$ cat config.mk
export PLATFORM = sky130hd
export DESIGN_NAME = rpc_ctrl
export DESIGN_NICKNAME = d
export VERILOG_FILES = /design/src/rpc_pkg.sv /design/src/rpc_tick_if.sv /design/src/rpc_tick_gen.sv /design/src/rpc_ctrl.sv
export SDC_FILE = /design/constraint.sdc
export NUM_CORES = 1
export LEC_CHECK = 0
export BUFFER_PORTS_ARGS = -buffer_cell sky130_fd_sc_hd__buf_2
export CAP_MARGIN = 20
export CORE_UTILIZATION = 60
export DETAILED_ROUTE_END_ITERATION = 10
export GPL_TIMING_DRIVEN = 0
export PLACE_DENSITY = 0.92
export SLEW_MARGIN = 20
export SYNTH_ARGS = -nofsm -noshare
export SYNTH_HDL_FRONTEND = slang
export SYNTH_SLANG_ARGS = --single-unit
export TNS_END_PERCENT = 30
$ cat constraint.sdc
create_clock -name sys_clk -period 2.3 [get_ports sys_clk]
set_clock_uncertainty 0.05 [all_clocks]
set_input_delay 0.575 -clock sys_clk [delete_from_list [all_inputs] [get_ports sys_clk]]
set_output_delay 0.575 -clock sys_clk [all_outputs]
set_load 0.05 [all_outputs]
$ cat src/rpc_pkg.sv
// Constants shared by the receiver polling controller files.
// Assumes a 250 MHz system clock; crystal clock arrives as a pin.
package rpc_pkg;
    localparam int unsigned SLEEP_W        = 5;
    localparam logic [4:0]  SLEEP_PERM     = 5'h1f;    // Highest word: permanent sleep
    localparam int unsigned SLEEP_UNIT     = 1024;     // Base ticks per sleep step
    localparam logic [3:0]  XSLEEP_EXT     = 4'h8;     // Extension factor when extended
    localparam logic [3:0]  XSLEEP_STD     = 4'h1;
    localparam int unsigned DIV_MODE_LO    = 10;       // Crystal edges per base tick, mode low
    localparam int unsigned DIV_MODE_HI    = 14;       // Crystal edges per base tick, mode high
    localparam int unsigned STARTUP_XTICKS = 16;       // Start-up length in extended ticks
    localparam int unsigned FAIL_XTICKS    = 64;       // Bit check abort time in extended ticks
    localparam int unsigned CNT_W          = 20;
    localparam logic [4:0]  BITS_PER_STEP  = 5'h3;     // Checked-bit step of the count field
endpackage

$ cat src/rpc_tick_if.sv
// Tick bundle between the controller and its tick generator.
// Assumes one clock domain on sys_clk.
`timescale 1ns/1ps
`default_nettype none
interface rpc_tick_if;
    logic       base_tick;      // One-cycle pulse per base tick
    logic       extended_tick;  // One-cycle pulse per extended tick
    logic [1:0] baud_range_select;
    logic       clock_mode_sel;
    logic       xtal_s;         // Synchronised crystal level
    modport gen (input baud_range_select, clock_mode_sel, xtal_s, output base_tick, extended_tick);
    modport ctl (output baud_range_select, clock_mode_sel, xtal_s, input base_tick, extended_tick);
endinterface
`default_nettype wire

$ cat src/rpc_tick_gen.sv
// Base and extended tick generator.
// Assumes the crystal level is already synchronised to sys_clk.
`timescale 1ns/1ps
`default_nettype none
module rpc_tick_gen (
    input  wire logic  sys_clk,
    input  wire logic  rst_n,
    rpc_tick_if.gen    tk
);
    logic       xtal_d1_q;
    logic [3:0] div_q;
    logic [2:0] xdiv_q;
    logic       base_q;
    logic       ext_q;
    wire        xtal_rise = tk.xtal_s & ~xtal_d1_q;
    // Division factor chosen by mode pin
    wire  [3:0] div_last  = tk.clock_mode_sel ? 4'(rpc_pkg::DIV_MODE_HI - 1) : 4'(rpc_pkg::DIV_MODE_LO - 1);
    // Extended tick length 8,4,2,1 base ticks for ranges 0..3
    wire  [2:0] xdiv_last = 3'(4'h8 >> tk.baud_range_select) - 3'h1;
    // Crystal divider to base tick
    always_ff @(posedge sys_clk or negedge rst_n) begin
        if (!rst_n) begin
            xtal_d1_q <= 1'b0;
            div_q     <= 4'h0;
            base_q    <= 1'b0;
        end else begin
            xtal_d1_q <= tk.xtal_s;
            base_q    <= 1'b0;
            if (xtal_rise) begin
                if (div_q >= div_last) begin
                    div_q  <= 4'h0;
                    base_q <= 1'b1;
                end else begin
                    div_q <= div_q + 4'h1;
                end
            end
        end
    end
    // Base tick to extended tick
    always_ff @(posedge sys_clk or negedge rst_n) begin
        if (!rst_n) begin
            xdiv_q <= 3'h0;
            ext_q  <= 1'b0;
        end else begin
            ext_q <= 1'b0;
            if (base_q) begin
                if (xdiv_q >= xdiv_last) begin
                    xdiv_q <= 3'h0;
                    ext_q  <= 1'b1;
                end else begin
                    xdiv_q <= xdiv_q + 3'h1;
                end
            end
        end
    end
    assign tk.base_tick     = base_q;
    assign tk.extended_tick = ext_q;
    chk_ext_on_base: assert property (@(posedge sys_clk) disable iff (!rst_n)
        ext_q |-> $past(base_q)) else $error("extended tick without base tick");
    chk_base_on_edge: assert property (@(posedge sys_clk) disable iff (!rst_n)
        base_q |-> $past(xtal_rise)) else $error("base tick without crystal edge");
endmodule
`default_nettype wire

$ cat src/rpc_ctrl.sv
// Receiver polling controller: sleep, start-up and bit-check sequencing.
// Assumes an external edge-window checker reporting bit pass/fail pulses.
`timescale 1ns/1ps
`default_nettype none
// Summary of operation
// - Signal path on only in short bursts; stays on after a confirmed transmitter.
// - Polling loops sleep, start-up, bit check in that order.
// - Signal processing held off through sleep, which ends early when a non-permanent word is written.
// - Start-up enables circuits; length from baud range and base tick.
// - Failed bit check returns to sleep at its end.
// - Base tick is the crystal divided by a factor set by mode pin.
// - Extended tick is 8, 4, 2 or 1 base ticks for ranges 0..3.
// - Sleep equals sleep word times extension times 1024 base ticks.
// - Persistent extension bit forces factor 8 on every sleep.
// - Temporary extension kept while checks pass; cleared on first failure.
// - Highest sleep word means permanent sleep until a new word.
// - Baud range comes from two rate-select bits.
// - Passing check lasts per bit count; failing check bounded per baud range.
// - Transmitter input ignored in sleep and start-up.
// - Sleep word, baud range, bit count and both extension bits are writable by the host.
// - Host link is one shared line or up to three separate lines.
// - Base tick times the whole polling sequence.
// - All bits passed: enter receiving, route data out until told to poll.
// - Checked-bit count selectable as 0, 3, 6 or 9 bits.
module rpc_ctrl (
    input  wire logic       sys_clk,
    input  wire logic       nrst,
    input  wire logic       crystal_oscillator,
    input  wire logic       clock_mode_sel,
    input  wire logic       cfg_write,
    input  wire logic [4:0] cfg_sleep_word,
    input  wire logic       rate_select_bit_low,
    input  wire logic       rate_select_bit_high,
    input  wire logic       persistent_extension_bit,
    input  wire logic       temporary_extension_set,
    input  wire logic [1:0] cfg_bitcheck_count,
    input  wire logic       return_to_polling,
    input  wire logic       demod_data,
    input  wire logic       edge_pass,
    input  wire logic       edge_fail,
    output logic            signal_path_en,
    output logic            bitcheck_active,
    output logic            receiving_mode,
    output logic            data_out,
    output logic            data_out_en,
    output logic            temporary_extension_bit,
    output logic            extended_tick,
    output logic [3:0]      poll_state
);
    typedef enum logic [3:0] {
        RPC_SLEEP   = 4'h1,
        RPC_STARTUP = 4'h2,
        RPC_CHECK   = 4'h4,
        RPC_RECEIVE = 4'h8
    } rpc_state_t;

    rpc_tick_if tk ();

    logic [1:0]  rst_sync_q;
    logic [1:0]  xtal_sync_q;
    logic [1:0]  dem_sync_q;
    logic [1:0]  mode_sync_q;
    wire         rst_n = rst_sync_q[1];
    rpc_state_t  state_q;
    rpc_state_t  state_d;
    logic [4:0]  sleep_word_q;
    logic [1:0]  range_q;
    logic [1:0]  nbits_q;
    logic        xstd_q;
    logic        xtemp_q;
    logic [19:0] cnt_q;
    logic [4:0]  bits_q;
    logic        data_q;

    // Reset release through two flops
    always_ff @(posedge sys_clk or negedge nrst) begin
        if (!nrst) begin
            rst_sync_q <= 2'h0;
        end else begin
            rst_sync_q <= {rst_sync_q[0], 1'b1};
        end
    end

    // Pin inputs synchronised; first flop read only by the second
    always_ff @(posedge sys_clk or negedge rst_n) begin
        if (!rst_n) begin
            xtal_sync_q <= 2'h0;
            dem_sync_q  <= 2'h0;
            mode_sync_q <= 2'h0;
        end else begin
            xtal_sync_q <= {xtal_sync_q[0], crystal_oscillator};
            dem_sync_q  <= {dem_sync_q[0], demod_data};
            mode_sync_q <= {mode_sync_q[0], clock_mode_sel};
        end
    end

    assign tk.xtal_s            = xtal_sync_q[1];
    assign tk.clock_mode_sel    = mode_sync_q[1];
    assign tk.baud_range_select = range_q;

    rpc_tick_gen u_tick (
        .sys_clk (sys_clk),
        .rst_n   (rst_n),
        .tk      (tk.gen)
    );

    // Derived figures
    wire        base_tick = tk.base_tick;
    wire        ext_tick  = tk.extended_tick;
    wire [3:0]  xsleep    = (xstd_q | xtemp_q) ? rpc_pkg::XSLEEP_EXT : rpc_pkg::XSLEEP_STD;
    wire [19:0] sleep_len = 20'(sleep_word_q * xsleep * 20'(rpc_pkg::SLEEP_UNIT));
    // Loaded one short: the tick that finds zero is itself the last sleep tick
    wire [19:0] sleep_load = (sleep_len == 20'h0) ? 20'h0 : sleep_len - 20'h1;
    wire        perm_sleep = (sleep_word_q == rpc_pkg::SLEEP_PERM);
    wire [4:0]  bits_need = 5'(nbits_q * rpc_pkg::BITS_PER_STEP);
    wire        cnt_zero  = (cnt_q == 20'h0);
    wire        chk_pass_all = (state_q == RPC_CHECK) && ((bits_need == 5'h0) ||
                               (edge_pass && (bits_q + 5'h1 >= bits_need)));
    wire        chk_fail  = (state_q == RPC_CHECK) && !chk_pass_all &&
                            (edge_fail || (ext_tick && cnt_zero));

    // Host configuration writes
    always_ff @(posedge sys_clk or negedge rst_n) begin
        if (!rst_n) begin
            sleep_word_q <= 5'h0;
            range_q      <= 2'h0;
            nbits_q      <= 2'h0;
            xstd_q       <= 1'b0;
        end else if (cfg_write) begin
            sleep_word_q <= cfg_sleep_word;
            range_q      <= {rate_select_bit_high, rate_select_bit_low};
            nbits_q      <= cfg_bitcheck_count;
            xstd_q       <= persistent_extension_bit;
        end
    end

    // Temporary extension: a failure clears unless a write sets it the same cycle
    always_ff @(posedge sys_clk or negedge rst_n) begin
        if (!rst_n) begin
            xtemp_q <= 1'b0;
        end else if (cfg_write && temporary_extension_set) begin
            xtemp_q <= 1'b1;
        end else if (cfg_write) begin
            xtemp_q <= 1'b0;
        end else if (chk_fail) begin
            xtemp_q <= 1'b0;
        end
    end

    // Next state
    always_comb begin
        state_d = state_q;
        case (state_q)
            RPC_SLEEP: begin
                if (!perm_sleep && base_tick && cnt_zero) begin
                    state_d = RPC_STARTUP;
                end
            end
            RPC_STARTUP: begin
                if (ext_tick && cnt_zero) begin
                    state_d = RPC_CHECK;
                end
            end
            RPC_CHECK: begin
                if (chk_pass_all) begin
                    state_d = RPC_RECEIVE;
                end else if (chk_fail) begin
                    state_d = RPC_SLEEP;
                end
            end
            RPC_RECEIVE: begin
                if (return_to_polling) begin
                    state_d = RPC_SLEEP;
                end
            end
            default: state_d = RPC_SLEEP;
        endcase
    end

    // Phase counter: base ticks in sleep, extended ticks elsewhere
    always_ff @(posedge sys_clk or negedge rst_n) begin
        if (!rst_n) begin
            state_q <= RPC_SLEEP;
            cnt_q   <= 20'h0;
        end else begin
            state_q <= state_d;
            if (state_d == RPC_SLEEP && state_q != RPC_SLEEP) begin
                cnt_q <= sleep_load;
            end else if (state_d == RPC_STARTUP && state_q != RPC_STARTUP) begin
                cnt_q <= 20'(rpc_pkg::STARTUP_XTICKS - 1);
            end else if (state_d == RPC_CHECK && state_q != RPC_CHECK) begin
                cnt_q <= 20'(rpc_pkg::FAIL_XTICKS - 1);
            end else if (state_q == RPC_SLEEP && cfg_write && cfg_sleep_word != rpc_pkg::SLEEP_PERM) begin
                cnt_q <= 20'h0; // Any non-permanent word written during sleep zeroes the count, so the next base tick ends sleep
            end else if (state_q == RPC_SLEEP ? base_tick : ext_tick) begin
                if (!cnt_zero) begin
                    cnt_q <= cnt_q - 20'h1;
                end
            end
        end
    end

    // Checked-bit tally within one bit check
    always_ff @(posedge sys_clk or negedge rst_n) begin
        if (!rst_n) begin
            bits_q <= 5'h0;
        end else if (state_q != RPC_CHECK) begin
            bits_q <= 5'h0;
        end else if (edge_pass) begin
            bits_q <= bits_q + 5'h1;
        end
    end

    // Data routed to the host pin only while receiving
    always_ff @(posedge sys_clk or negedge rst_n) begin
        if (!rst_n) begin
            data_q <= 1'b1;
        end else if (state_q == RPC_RECEIVE && ext_tick) begin
            data_q <= dem_sync_q[1];
        end else if (state_q != RPC_RECEIVE) begin
            data_q <= 1'b1;
        end
    end

    // Outputs
    assign signal_path_en          = (state_q != RPC_SLEEP);
    assign bitcheck_active         = (state_q == RPC_CHECK);
    assign receiving_mode          = (state_q == RPC_RECEIVE);
    assign data_out                = data_q;
    assign data_out_en             = (state_q == RPC_RECEIVE);
    assign temporary_extension_bit = xtemp_q;
    assign extended_tick           = ext_tick;
    assign poll_state              = state_q;

    // Checks
    chk_order_sleep_next: assert property (@(posedge sys_clk) disable iff (!rst_n)
        (state_q == RPC_SLEEP && state_d != RPC_SLEEP) |-> state_d == RPC_STARTUP)
        else $error("sleep not followed by start-up");
    chk_sleep_path_off: assert property (@(posedge sys_clk) disable iff (!rst_n)
        (state_q == RPC_SLEEP && !cnt_zero) |=> !signal_path_en || $past(cfg_write))
        else $error("path enabled during sleep");
    chk_perm_sleep_hold: assert property (@(posedge sys_clk) disable iff (!rst_n)
        (state_q == RPC_SLEEP && perm_sleep && !cfg_write) |=> state_q == RPC_SLEEP)
        else $error("left permanent sleep");
    chk_fail_to_sleep: assert property (@(posedge sys_clk) disable iff (!rst_n)
        chk_fail |=> state_q == RPC_SLEEP)
        else $error("failed check did not sleep");
    chk_temp_cleared: assert property (@(posedge sys_clk) disable iff (!rst_n)
        (chk_fail && !cfg_write) |=> !temporary_extension_bit)
        else $error("temporary extension kept after failure");
    chk_sleep_reload: assert property (@(posedge sys_clk) disable iff (!rst_n)
        (state_q == RPC_CHECK && state_d == RPC_SLEEP) |=> cnt_q == $past(sleep_load))
        else $error("sleep counter not reloaded");
    chk_ext_factor: assert property (@(posedge sys_clk) disable iff (!rst_n)
        xstd_q |-> xsleep == 4'h8)
        else $error("persistent extension ignored");
    chk_receive_holds: assert property (@(posedge sys_clk) disable iff (!rst_n)
        (receiving_mode && !return_to_polling) |=> receiving_mode && data_out_en)
        else $error("receiving mode dropped");
    chk_startup_enabled: assert property (@(posedge sys_clk) disable iff (!rst_n)
        state_q == RPC_STARTUP |-> signal_path_en && !bitcheck_active)
        else $error("start-up path state wrong");

    // Order of the later phases, a host line kept quiet while polling, and edges ignored in start-up
    chk_order_startup_next: assert property (@(posedge sys_clk) disable iff (!rst_n)
        (state_q == RPC_STARTUP && state_d != RPC_STARTUP) |-> state_d == RPC_CHECK)
        else $error("start-up not followed by bit check");
    chk_check_entry: assert property (@(posedge sys_clk) disable iff (!rst_n)
        (state_q != RPC_CHECK && state_d == RPC_CHECK) |-> state_q == RPC_STARTUP)
        else $error("bit check entered out of order");
    chk_data_quiet: assert property (@(posedge sys_clk) disable iff (!rst_n)
        !receiving_mode |=> data_out)
        else $error("data line moved while polling");
    chk_pass_to_rx: assert property (@(posedge sys_clk) disable iff (!rst_n)
        chk_pass_all |=> receiving_mode)
        else $error("passed check did not enter receiving");
    chk_startup_deaf: assert property (@(posedge sys_clk) disable iff (!rst_n)
        (state_q == RPC_STARTUP && edge_pass) |=> bits_q == 5'h0)
        else $error("edge counted during start-up");

    // Extended ticks spent in one bit check; a hang here would keep the path on
    logic [6:0] xt_in_check_q;
    always_ff @(posedge sys_clk or negedge rst_n) begin
        if (!rst_n) begin
            xt_in_check_q <= 7'h0;
        end else if (state_q != RPC_CHECK) begin
            xt_in_check_q <= 7'h0;
        end else if (ext_tick) begin
            xt_in_check_q <= xt_in_check_q + 7'h1;
        end
    end
    chk_check_bounded: assert property (@(posedge sys_clk) disable iff (!rst_n)
        xt_in_check_q <= 7'(rpc_pkg::FAIL_XTICKS))
        else $error("bit check outlasted its bound");

    cov_full_cycle: cover property (@(posedge sys_clk) disable iff (!rst_n)
        state_q == RPC_STARTUP ##1 state_q == RPC_CHECK);
    cov_receive: cover property (@(posedge sys_clk) disable iff (!rst_n)
        state_q == RPC_CHECK ##1 state_q == RPC_RECEIVE);
    cov_fail: cover property (@(posedge sys_clk) disable iff (!rst_n) chk_fail);
    cov_temp_clear: cover property (@(posedge sys_clk) disable iff (!rst_n)
        xtemp_q ##1 !xtemp_q);
    cov_perm_wake: cover property (@(posedge sys_clk) disable iff (!rst_n)
        state_q == RPC_SLEEP && perm_sleep && cfg_write);
endmodule
`default_nettype wire

After elaboration in Yosys (flattened, before gate mapping)
Index checks and enable logic that the tools add are counted.

storage, ports and cells
  register bits after elaboration = 59
  output and inout port bits = 11
  word-level logic and storage cells = 102

cells by class
  add/sub/neg operators = 6
  multiply operators = 2
  magnitude comparators = 3
  equal/unequal tests = 14
  shift-type cells = 1
  mux-type cells = 29
  bitwise operators = 3
  reductions and logical operators = 26

operator list
  operator                                                                 number
  20-bit two-way mux                                                       7
  20-bit logical NOT                                                       2
  4-bit two-way mux                                                        7
  19-bit by 1-bit subtractor with 20-bit output, second input constant     1
  20-bit by 1-bit subtractor with 20-bit output, second input constant     1
  4-bit one-hot mux with 4 select lines                                    1
  1-bit logical AND                                                        14
  1-bit two-way mux                                                        10
  5-bit two-way mux                                                        2
  5-bit by 4-bit multiplier with 9-bit output                              1
  4-bit by 1-bit equality test with 1-bit output, second input constant    2
  4-bit by 2-bit equality test with 1-bit output, second input constant    2
  4-bit by 3-bit equality test with 1-bit output, second input constant    2
  3-bit two-way mux                                                        2
  5-bit by 1-bit adder with 5-bit output, second input constant            1
  5-bit equality test, second input constant                               1
  5-bit by 4-bit >= comparator with 1-bit output                           1
  5-bit logical NOT                                                        1
  5-bit by 1-bit inequality test with 1-bit output, second input constant  1
  5-bit inequality test, second input constant                             1
  5-bit nonzero test                                                       1
  4-bit by 1-bit adder with 4-bit output, second input constant            1
  4-bit equality test, second input constant                               1
  4-bit >= comparator                                                      1
  other kinds (17)                                                         20

Longest topological paths before layout
Gate-level depths: netlist of the first run.

  word-level depth = 16
  mapped depth = 13
  depth with buffers taken out = 11

Cells and area by module
A second synthesis of the first run with hierarchy kept.

second synthesis, totals
  cells, all modules = 394
  area total of the unflattened synthesis = 3823.7 um^2

modules (own cells, without submodules)
  module        times used  cells an instance  area an instance (um^2)  seq. area each (um^2)
  rpc_ctrl      1           336                3194.3                   1228.7
  rpc_tick_gen  1           58                 629.4                    250.2

Worst setup path after synthesis of the first run
Ideal clock, no wire load.

  kind = register to output
  start point = reg state_q[3] (netlist: poll_state[3])
  end point = out receiving_mode
  data arrival time = 3.016 ns
  required time = 1.675 ns
  setup slack = -1.341 ns
  cell stages (with the launch flop) = 3
  cells stage by stage = dfrtp_1 nor4b_1 buf_4

on the way
  longest elaborated chain between the ends = 1

RTL lines
  what                    RTL line         RTL
  from (decl)             rpc_ctrl.sv:64   rpc_state_t state_q;
  from (signal assigned)  rpc_ctrl.sv:186  state_q <= state_d;
  4-bit equality test     n/a
  to (decl)               rpc_ctrl.sv:43   output logic receiving_mode,

No other way between the ends.

Final worst setup path of the first run
  start point = reg cnt_q[0]
  end point = reg cnt_q[0]

on the way
  longest elaborated chain between the ends = 12
  elaborated cells between the ends (all ways) = 26
  classes of those cells = 1 x add/sub; 4 x eq/ne; 11 x mux; 10 x reduce/logical

RTL lines
  what                                            RTL line                          RTL
  from (decl)                                     rpc_ctrl.sv:71                    logic [19:0] cnt_q;
  from (signal assigned)                          rpc_ctrl.sv:188                   cnt_q <= sleep_load;
  from (signal assigned)                          rpc_ctrl.sv:190                   cnt_q <= 20'(rpc_pkg::STARTUP_XTICKS - 1);
  from (signal assigned)                          rpc_ctrl.sv:192                   cnt_q <= 20'(rpc_pkg::FAIL_XTICKS - 1);
  20-bit logical NOT                              rpc_ctrl.sv:116                   wire cnt_zero = (cnt_q == 20'h0);
  1-bit logical AND                               rpc_ctrl.sv:120, rpc_ctrl.sv:160
  1-bit logical OR                                rpc_ctrl.sv:120                   (edge_fail || (ext_tick && cnt_zero));
  1-bit logical AND                               rpc_ctrl.sv:119                   wire chk_fail = (state_q == RPC_CHECK) && !chk_pass_all &&
  4-bit two-way mux                               rpc_ctrl.sv:167                   end else if (chk_fail) begin
  4-bit two-way mux                               rpc_ctrl.sv:165                   if (chk_pass_all) begin
  4-bit one-hot mux with 4 select lines           rpc_ctrl.sv:153                   case (state_q)
  4-bit by 3-bit equality test with 1-bit output  rpc_ctrl.sv:191                   end else if (state_d == RPC_CHECK && state_q != RPC_CHECK) begin
  1-bit logical AND                               rpc_ctrl.sv:191
  20-bit two-way mux                              rpc_ctrl.sv:191
  20-bit two-way mux                              rpc_ctrl.sv:189                   end else if (state_d == RPC_STARTUP && state_q != RPC_STARTUP) begin
  20-bit two-way mux                              rpc_ctrl.sv:187                   if (state_d == RPC_SLEEP && state_q != RPC_SLEEP) begin

Parallel ways exist; a longest one is shown, timed or not. The select of a mux whose other input is x is not followed.
A chain may end at the register's enable or synchronous reset.

==> results.md, run 1 <==
- For this design the top-level I/O count stands at 31.
- The finished cells cover 4473 µm².
- The startpoint of the tightest hold check path is crystal_oscillator.
- Routability-driven placement finished with a final weighted congestion of 0.8811.
- The detailed router placed 3,624 vias in this run.
- The slack of the critical path is -569.0 ps.
- The pre-CTS setup slack is -617.3 ps.
- The cell count after synthesis came out at 374.
- Setup repair after global routing could not meet its margin everywhere.
- Walking the worst path, the cells encountered are inv_1 > ha_2 > or4b_4 > nor4_2 > o211ai_1 > o211ai_4 > buf_4 > nand2b_2 > o21a_1 > a21oi_1.
- The routed wire length is 11,430 µm.
- Cells with a size suffix above 1 make up 31.61% of the layout.
- Synthesis inferred 59 register bits.
- The required time of the worst setup path is 2490 ps.
- For this run the aggregate overflow at the end of global routing stands at 0.
- The detail route stage leaves a number of antenna-violating nets equal to 0.
- The worst path uses 124.7% of the clock period.
- The average routed wire per standard cell is 22.06 µm.
- The number of global-route vias before repair is 3,399.
- 0 antenna diodes ended up in the layout.
- Headroom to the max-slew limit came out at 36.67%.
- TritonCTS built the clock tree.
- Registers are responsible for 33.6% of the overall power.
- Measured along the x axis, the die boundary spans 78.84 µm.
- The library cell with the largest summed area after synthesis is dfrtp_1.
- The placed instance count is 476.
- The power share of the clock group is 19.5%.
- In the final layout, the multi-input gates occupy 2170 µm².
- The delay of the slowest cell on the worst path is 510 ps.
- The number of clock buffers added by TritonCTS is 9.
- The count of flip-flops with a built-in enable after synthesis is 0.
- The type of the tightest min-delay check is in -> reg.
- The clock transition time at the flip-flop clock pins of the worst setup and hold paths is 80 ps.
- The post-layout instance count excluding filler cells is 518.
- Across the whole layout, storage elements account for 1490 µm².
- For this run, the number of Yosys warnings is 0.
- The endpoint of the worst hold-timing path is xtal_sync_q[0].
- The final count of pins violating max slew is 0.
- The setup TNS is -10,560 ps.
- For the worst-skew pair, the clock arrives at the later sink with an insertion delay of 360 ps.
- The buffer levels on the longest clock path is 2.
- The type of the worst setup path is reg -> reg.
- The DRC violations left is 0.
- Entering global routing, the biggest net connects 58 pins.
- The endpoint of the worst-slack reg-to-reg timing path is cnt_q[0].
- The launch point of the critical path is cnt_q[0].
- Row generation in the floorplan step produced 27 rows.
- The fill cell total of the finished layout is 314.
- After legalization and detailed placement, the total HPWL measured 5680 µm.
- In this run switching power makes up 44.94% of total power.
- Setup violations remaining at the end of the flow were counted as 25.
- The clock sink count is 59.
- The largest vdd supply drop is 638.8 µV.
- Along the worst path, the maximum fanout reaches 5.
- The first-pass GRT wire length is 16,770 µm.
- The post-synthesis async set-or-reset flop share is 100.0%.
- In the post-synthesis netlist, the biggest area contributors are dfrtp_1 (40%), ha_1 (7.1%), nor2_1 (3.6%).
- The number of unique standard cell types used by synthesis is 62.
- The critical path startpoint category is a register.
- A synthesized cell averages 9.471 µm².
- The share of power burned in combinational logic is 46.8%.
- The hold-critical path depth is 1.
- For this run, the total global-route usage over all layers was measured as 36.17%.
- In this run, the number of DRC markers left after iteration 0 of detailed routing was 595.
- The H-tree was split into 3 levels.
- The nature of the critical path endpoint is a register.
- The power density of the placed cells is 1057 nW/µm².
- The instance area at placement is 3856 µm².
- The initial antenna violation count is 0.
- The internal portion of total power is 2.604 mW.
- The master cell of the clock root buffer is clkbuf_8.
- The cell area that synthesis handed to floorplanning was 3542 µm².
- The total area inside the core boundary comes to 5608 µm².
- The share of the Yosys chip area taken by registers is 41.75%.
- At the end of the flow, the number of nets in the layout was 482.
- Counting I/O delays and the setup requirement, the final critical path takes 2869 ps.
- The hold violation count in the final report is 0.
- Port buffering added 28 buffers.
- The die is 78.84 µm tall.
- The slew at the pin closest to its max-slew limit is 935.1 ps.
- The area of the die is 6215 µm².
- The number of detailed-routing iterations run before antenna repair is 7.
- Dividing the detail-routed via count by the number of cells gives 6.996.
- From synthesis to final layout, the design area changed by 26.28%.
- The master of the slowest instance on the critical path is or4b_4.
- The final design utilization is 79.76%.
- The starting density of the core is 63.16%.
- For this design the static power due to leakage is 2.011 nW.
- Grouping stages by cell kind, the critical path spends the most delay in simple AND/OR/NAND/NOR gates.
- The buffer and inverter count on the worst path is 2.
- The fraction of synthesized cell area taken by the top area cell type is 40.27%.
- Data arrives at the worst endpoint at 3060 ps.
- The achievable frequency is 348.6 MHz.
- Max-cap violations in this run came to 0.
- The number of cells on the worst reg-to-reg path is 10.
- The most used flip-flop cell after synthesis is dfrtp_1.
- The startpoint of the lowest-slack register-to-register path is cnt_q[0].
- The run finished, with violations left.
- In this run the power spent charging and discharging nets is 2.125 mW.
- The checks that failed: setup timing.
- Setup slack on the worst reg-to-reg path comes out at -570 ps.
## registers in the layout, summed over array words and instances, names as in the netlist, 2 cells and up
name and flops:
u_tick.div_q 4, poll_state 4, sleep_word_q 5, u_tick.xdiv_q 3
rst_sync_q 2, dem_sync_q 2, range_q 2, bits_q 5
mode_sync_q 2, xtal_sync_q 2, nbits_q 2, cnt_q 20
## area by class of cell
type / instances / share of cell area [%]
Inverter: 21 / 1.762
Sequential cell: 59 / 33.31
Clock inverter: 6 / 1.091
Buffer: 10 / 1.678
Multi-Input combinational cell: 284 / 48.50
Clock buffer: 10 / 3.077
Timing Repair Buffer: 56 / 8.559
Tap cell: 72 / 2.014
## placed cells by master, fill, tap and decap left out, types with 3 or more instances in the layout
cell	count
dfrtp_1	50
clkbuf_1	4
nor3b_1	3
o22a_1	4
a31oi_1	6
nand2b_1	7
clkbuf_8	10
nand2_1	31
ha_1	16
or3_1	7
buf_2	27
dfrtp_2	6
nand3_1	10
inv_1	21
a21oi_1	11
nor4_2	3
a31o_2	3
buf_6	4
o22ai_1	7
o21a_1	10
nand4_1	3
nor2_1	31
xnor2_1	5
o31ai_1	4
buf_4	28
clkinvlp_4	3
a21o_1	4
o21ai_0	22
o211ai_1	3
mux2_2	10
xor2_1	10
conb_1	4
nor2b_1	5
## metal layers
| layer | vias to the layer above | routed length [µm] | global-route usage, % |
|---|---|---|---|
| met4 | 0 | 848 | 21.64 |
| li1 | 1482 | - | - |
| met3 | 108 | 1151 | 9.195 |
| met2 | 351 | 5367 | 61.74 |
| met5 | - | 0 | 0 |
| met1 | 1683 | 4058 | 40.76 |
## logic make-up after synthesis
| kind of cell | count (synthesis) | synth area share, % |
|---|---|---|
| buffers and inverters | 34 | 4.274 |
| muxes | 13 | 4.062 |
| xor gates and xnor gates | 15 | 3.709 |
| adders and majority gates | 21 | 7.630 |
| other | 2 | 0.2120 |
| DFF | 59 | 41.75 |
| and+or+nand+nor | 134 | 19.99 |
| AOI/OAI and AO/OA | 96 | 18.37 |
## synth_stat cells, types with 2 or more instances
cell and n:
o32ai_1 2, dfstp_2 2, mux2i_1 2, mux2_2 11
o22a_1 4, and3_1 2, buf_6 2, conb_1 2
o211ai_1 3, xnor2_1 5, nor2_1 34, a31o_2 3
ha_1 20, o21a_1 10, dfrtp_1 57, nor3b_1 3
nor4b_1 2, and2_1 4, o21ai_0 24, nor3_1 5
o21ai_1 2, or4_1 2, clkbuf_1 6, nand2b_1 8
nand4_1 3, o211a_1 2, o31ai_1 4, inv_1 21
nor4_1 5, a21o_1 4, or3_1 8, nand2_1 32
nor2b_1 6, a31oi_1 7, a21oi_1 12, nand3_1 11
xor2_1 10, o22ai_1 7, buf_2 4
## metrics by stage
step / hold WS [ps] / total power [mW]
final: 271.0 / 4.729
after global routing: 254.7 / 4.890
after CTS: 269.3 / 4.304
after detailed placement: 288.5 / 3.070
after global placement: 283.8 / 2.972
after floorplan: 229.4 / 2.707
## worst max-delay path by stage
stage	depth (start not counted)	slack, ps	end
after floorplan	11	-570	cnt_q[6]
after global placement	10	-540	cnt_q[13]
after detailed placement	10	-620	cnt_q[16]
after CTS	11	-380	cnt_q[5]
after global routing	10	-680	cnt_q[5]
final	10	-570	cnt_q[0]
## power by group through the flow
stage	Clock [mW]	Combinational [mW]	Sequential, mW
floorplan	0	1.21	1.49
global placement	0	1.45	1.53
detailed placement	0	1.53	1.54
CTS	0.908	1.86	1.53
global route	0.962	2.32	1.60
finish	0.925	2.22	1.59
## what timing repair did
action,4_1_cts,5_1_grt
gates resized for setup,37,11
setup buffers,17,9
hold buffers,1,0
setup endpoints to repair,23,27
hold endpoints to repair,2,0
gates cloned,2,0
pin swaps,7,11
Power figures use the tool's default switching activity.
==> inputs of run 2 (changes only) <==
clock period = 2.7 ns   (was 2.3 ns; I/O delays follow)
==> results.md, run 2 (same netlist as run 1, synthesis figures left out) <==
- Summed over all layers, the routed wires come to 10,830 µm.
- The register containing the most flip-flops in the final layout is cnt_q.
- The fill cell total of the finished layout is 305.
- 31 I/O pins were placed.
- The arrival time of the worst setup path is 3080 ps.
- The HPWL after detailed placement is 5592 µm.
- The setup TNS is -2310 ps.
- The first global-routing pass estimated 14,460 µm of wire.
- The core box area is 5608 µm².
- Once layout is complete, the utilization of the core stands at 80.14%.
- The master cell of the clock root buffer is clkbuf_8.
- Clock-pin slew was measured on the worst setup and hold paths at 70 ps.
- In the final design database the tool counted 486 nets.
- From synthesis to final layout, the design area changed by 26.88%.
- In this run the critical register-to-register path is captured at cnt_q[16].
- The initial antenna violation count is 0.
- The switching power share of the total is 42.55%.
- The largest net degree at the start of global routing is 58.
- Counting cells, the worst reg-to-reg path comes to 11.
- The number of detailed-routing iterations run before antenna repair is 5.
- The achievable frequency is 346.0 MHz.
- The later pin in the worst-skew pair is clocked with a latency of 350 ps.
- The startpoint of the lowest-slack register-to-register path is cnt_q[0].
- The sequential cell fraction of total power is 33.9%.
- The slack of the critical path is -190.0 ps.
- The headroom to the max-slew limit is 50.76%.
- The run finished, with violations left.
- The internal portion of total power is 2.284 mW.
- The type of the worst setup path is reg -> reg.
- The buffer levels on the longest clock path is 2.
- Port buffering added 28 buffers.
- The share of power burned in combinational logic is 45.9%.
- The average routed wire per standard cell is 20.74 µm.
- TritonCTS built the clock tree.
- Once the floorplan was initialized, standard cells occupied 63.16% of the core.
- Row generation in the floorplan step produced 27 rows.
- At the pin with the least slew margin, the transition time is 738.6 ps.
- The routed design could run at a clock period as short as 2890 ps.
- The number of vias after detailed routing is 3,564.
- In this run the horizontal extent of the chip is 78.84 µm.
- The worst setup path is launched from a register.
- The final count of pins violating max slew came to 0.
- The largest vdd supply drop is 649.6 µV.
- STA classifies the critical path endpoint as a register.
- For the worst setup path, the data required time is 2890 ps.
- The hold violation count in the final report came to 0.
- The library cell used most frequently in the layout, excluding fill and tap cells, is dfrtp_1.
- In this run the register-to-register setup slack is -190 ps.
- The overflow left after global routing is 0.
- The number of flip-flops under the largest register name is 20.
- The max-capacitance violation count is 0.
- Setup violations remaining at the end of the flow were counted as 18.
- The vertical extent of the die is 78.84 µm.
- Prior to clock tree synthesis, the placed netlist has a worst setup slack of -422.2 ps.
- The clock buffer count from CTS is 9.
- The weighted congestion at the end of routability-driven global placement is 0.8794.
- The final worst-path cycle share is 107.0%.
- In this run the power density over the cells is 884.8 nW/µm².
- Setup repair after global routing could not meet its margin everywhere.
- The worst hold path belongs to the class in -> async.
- The area of the die is 6215 µm².
- The global-route usage over all layers is 30.41%.
- The DRC marker count from the first detailed-route iteration is 480.
- The power share of the clock group is 20.3%.
- In this run the static leakage power is 2.040 nW.
- The fraction of final layout cells sized beyond drive strength 1 is 30.22%.
- Dividing the detail-routed via count by the number of cells gives 6.828.
- The number of global-route vias before repair is 3,133.
- 0 antenna diodes ended up in the layout.
- The checks that failed: setup timing.
- The reported net switching power is 1.692 mW.
- The clock sink count is 59.
- The DRC violations left is 0.
- CTS built an H-tree with a depth of 3.
- In this run the worst path has a maximum fanout of 10.
- The largest registers in the layout are cnt_q (20), bits_q (5), sleep_word_q (5).
- In this run the remaining antenna-violating nets after routing total 0.
- The top cell types in the final layout, fill and taps aside, are dfrtp_1 (53), nor2_1 (31), nand2_1 (31).
run 2: changes by cell type in the layout (fill, tap and decap cells not counted), moves of 2 or more:
cell / delta
clkinvlp_4: -3
clkinv_2: +2
inv_6: -2
o22ai_2: +2
clkbuf_1: +4
dfrtp_1: +3
buf_2: +2
o21ai_0: +2
o21ai_2: -2
o22ai_1: -2
dfrtp_2: -3
run 2: layout make-up:
| cell class | count | area [µm²] | area share, % |
|---|---|---|---|
| well taps | 72 | 90.09 | 2.004 |
| repair buffers | 59 | 405.4 | 9.020 |
| plain buffers | 11 | 72.57 | 1.615 |
| clock buffers | 13 | 148.9 | 3.313 |
| flip-flops and latches | 59 | 1486 | 33.07 |
| inverters | 21 | 78.83 | 1.754 |
| clock inverters | 3 | 40.04 | 0.8909 |
| multi-input cells | 284 | 2172 | 48.33 |
run 2: per-layer routing:
metal / global-route usage (%) / part of all wire (%) / up-vias
met2: 54.00 / 48 / 297
li1: - / - / 1494
met5: 0 / 0 / -
met3: 4.943 / 9.0 / 88
met4: 16.55 / 6.8 / 0
met1: 34.91 / 36 / 1685
run 2: repair_timing:
| item | 4_1_cts | 5_1_grt |
|---|---|---|
| pin swaps | 7 | 12 |
| setup endpoints to repair | 21 | 19 |
| hold buffers | 0 | 0 |
| buffers inserted | 12 | 18 |
| cloned | 0 | 2 |
| gates resized for setup | 12 | 38 |
run 2: critical path, cell delays in order (launching register included):
cell and delay (ps):
dfrtp_1 400, inv_1 70, ha_1 190, or4b_4 510, buf_4 180, nor4_1 320, o211ai_1 260, o211ai_4 190
buf_4 230, a31o_2 140, o22ai_1 110, o21a_1 120
run 2: how the worst max path moves through the flow:
stage / start / endpoint / cells past startpoint
floorplan: poll_state[2] / cnt_q[4] / 9
global placement: bits_q[0] / cnt_q[12] / 11
detailed placement: bits_q[0] / cnt_q[13] / 11
CTS: cnt_q[0] / cnt_q[5] / 11
global route: cnt_q[1] / cnt_q[16] / 10
finish: cnt_q[0] / cnt_q[16] / 11
run 2: power by group through the flow:
stage | Clock [mW] | Sequential, mW | Combinational (mW)
after floorplan | 0 | 1.27 | 1.02
after global placement | 0 | 1.30 | 1.21
after detailed placement | 0 | 1.31 | 1.28
after CTS | 0.803 | 1.31 | 1.39
after global routing | 0.848 | 1.37 | 1.94
final | 0.805 | 1.35 | 1.82
run 2: per-stage QoR:
stage               instance area, µm²  cells  hold slack (ps)  total power, mW
floorplan                         3573    376            281.2            2.292
global placement                  3804    476            282.5            2.508
detailed placement                3807    476            295.7            2.596
CTS                               4159    503            48.26            3.494
global route                      4494    522            47.81            4.160
finish                            4494    522            49.79            3.976
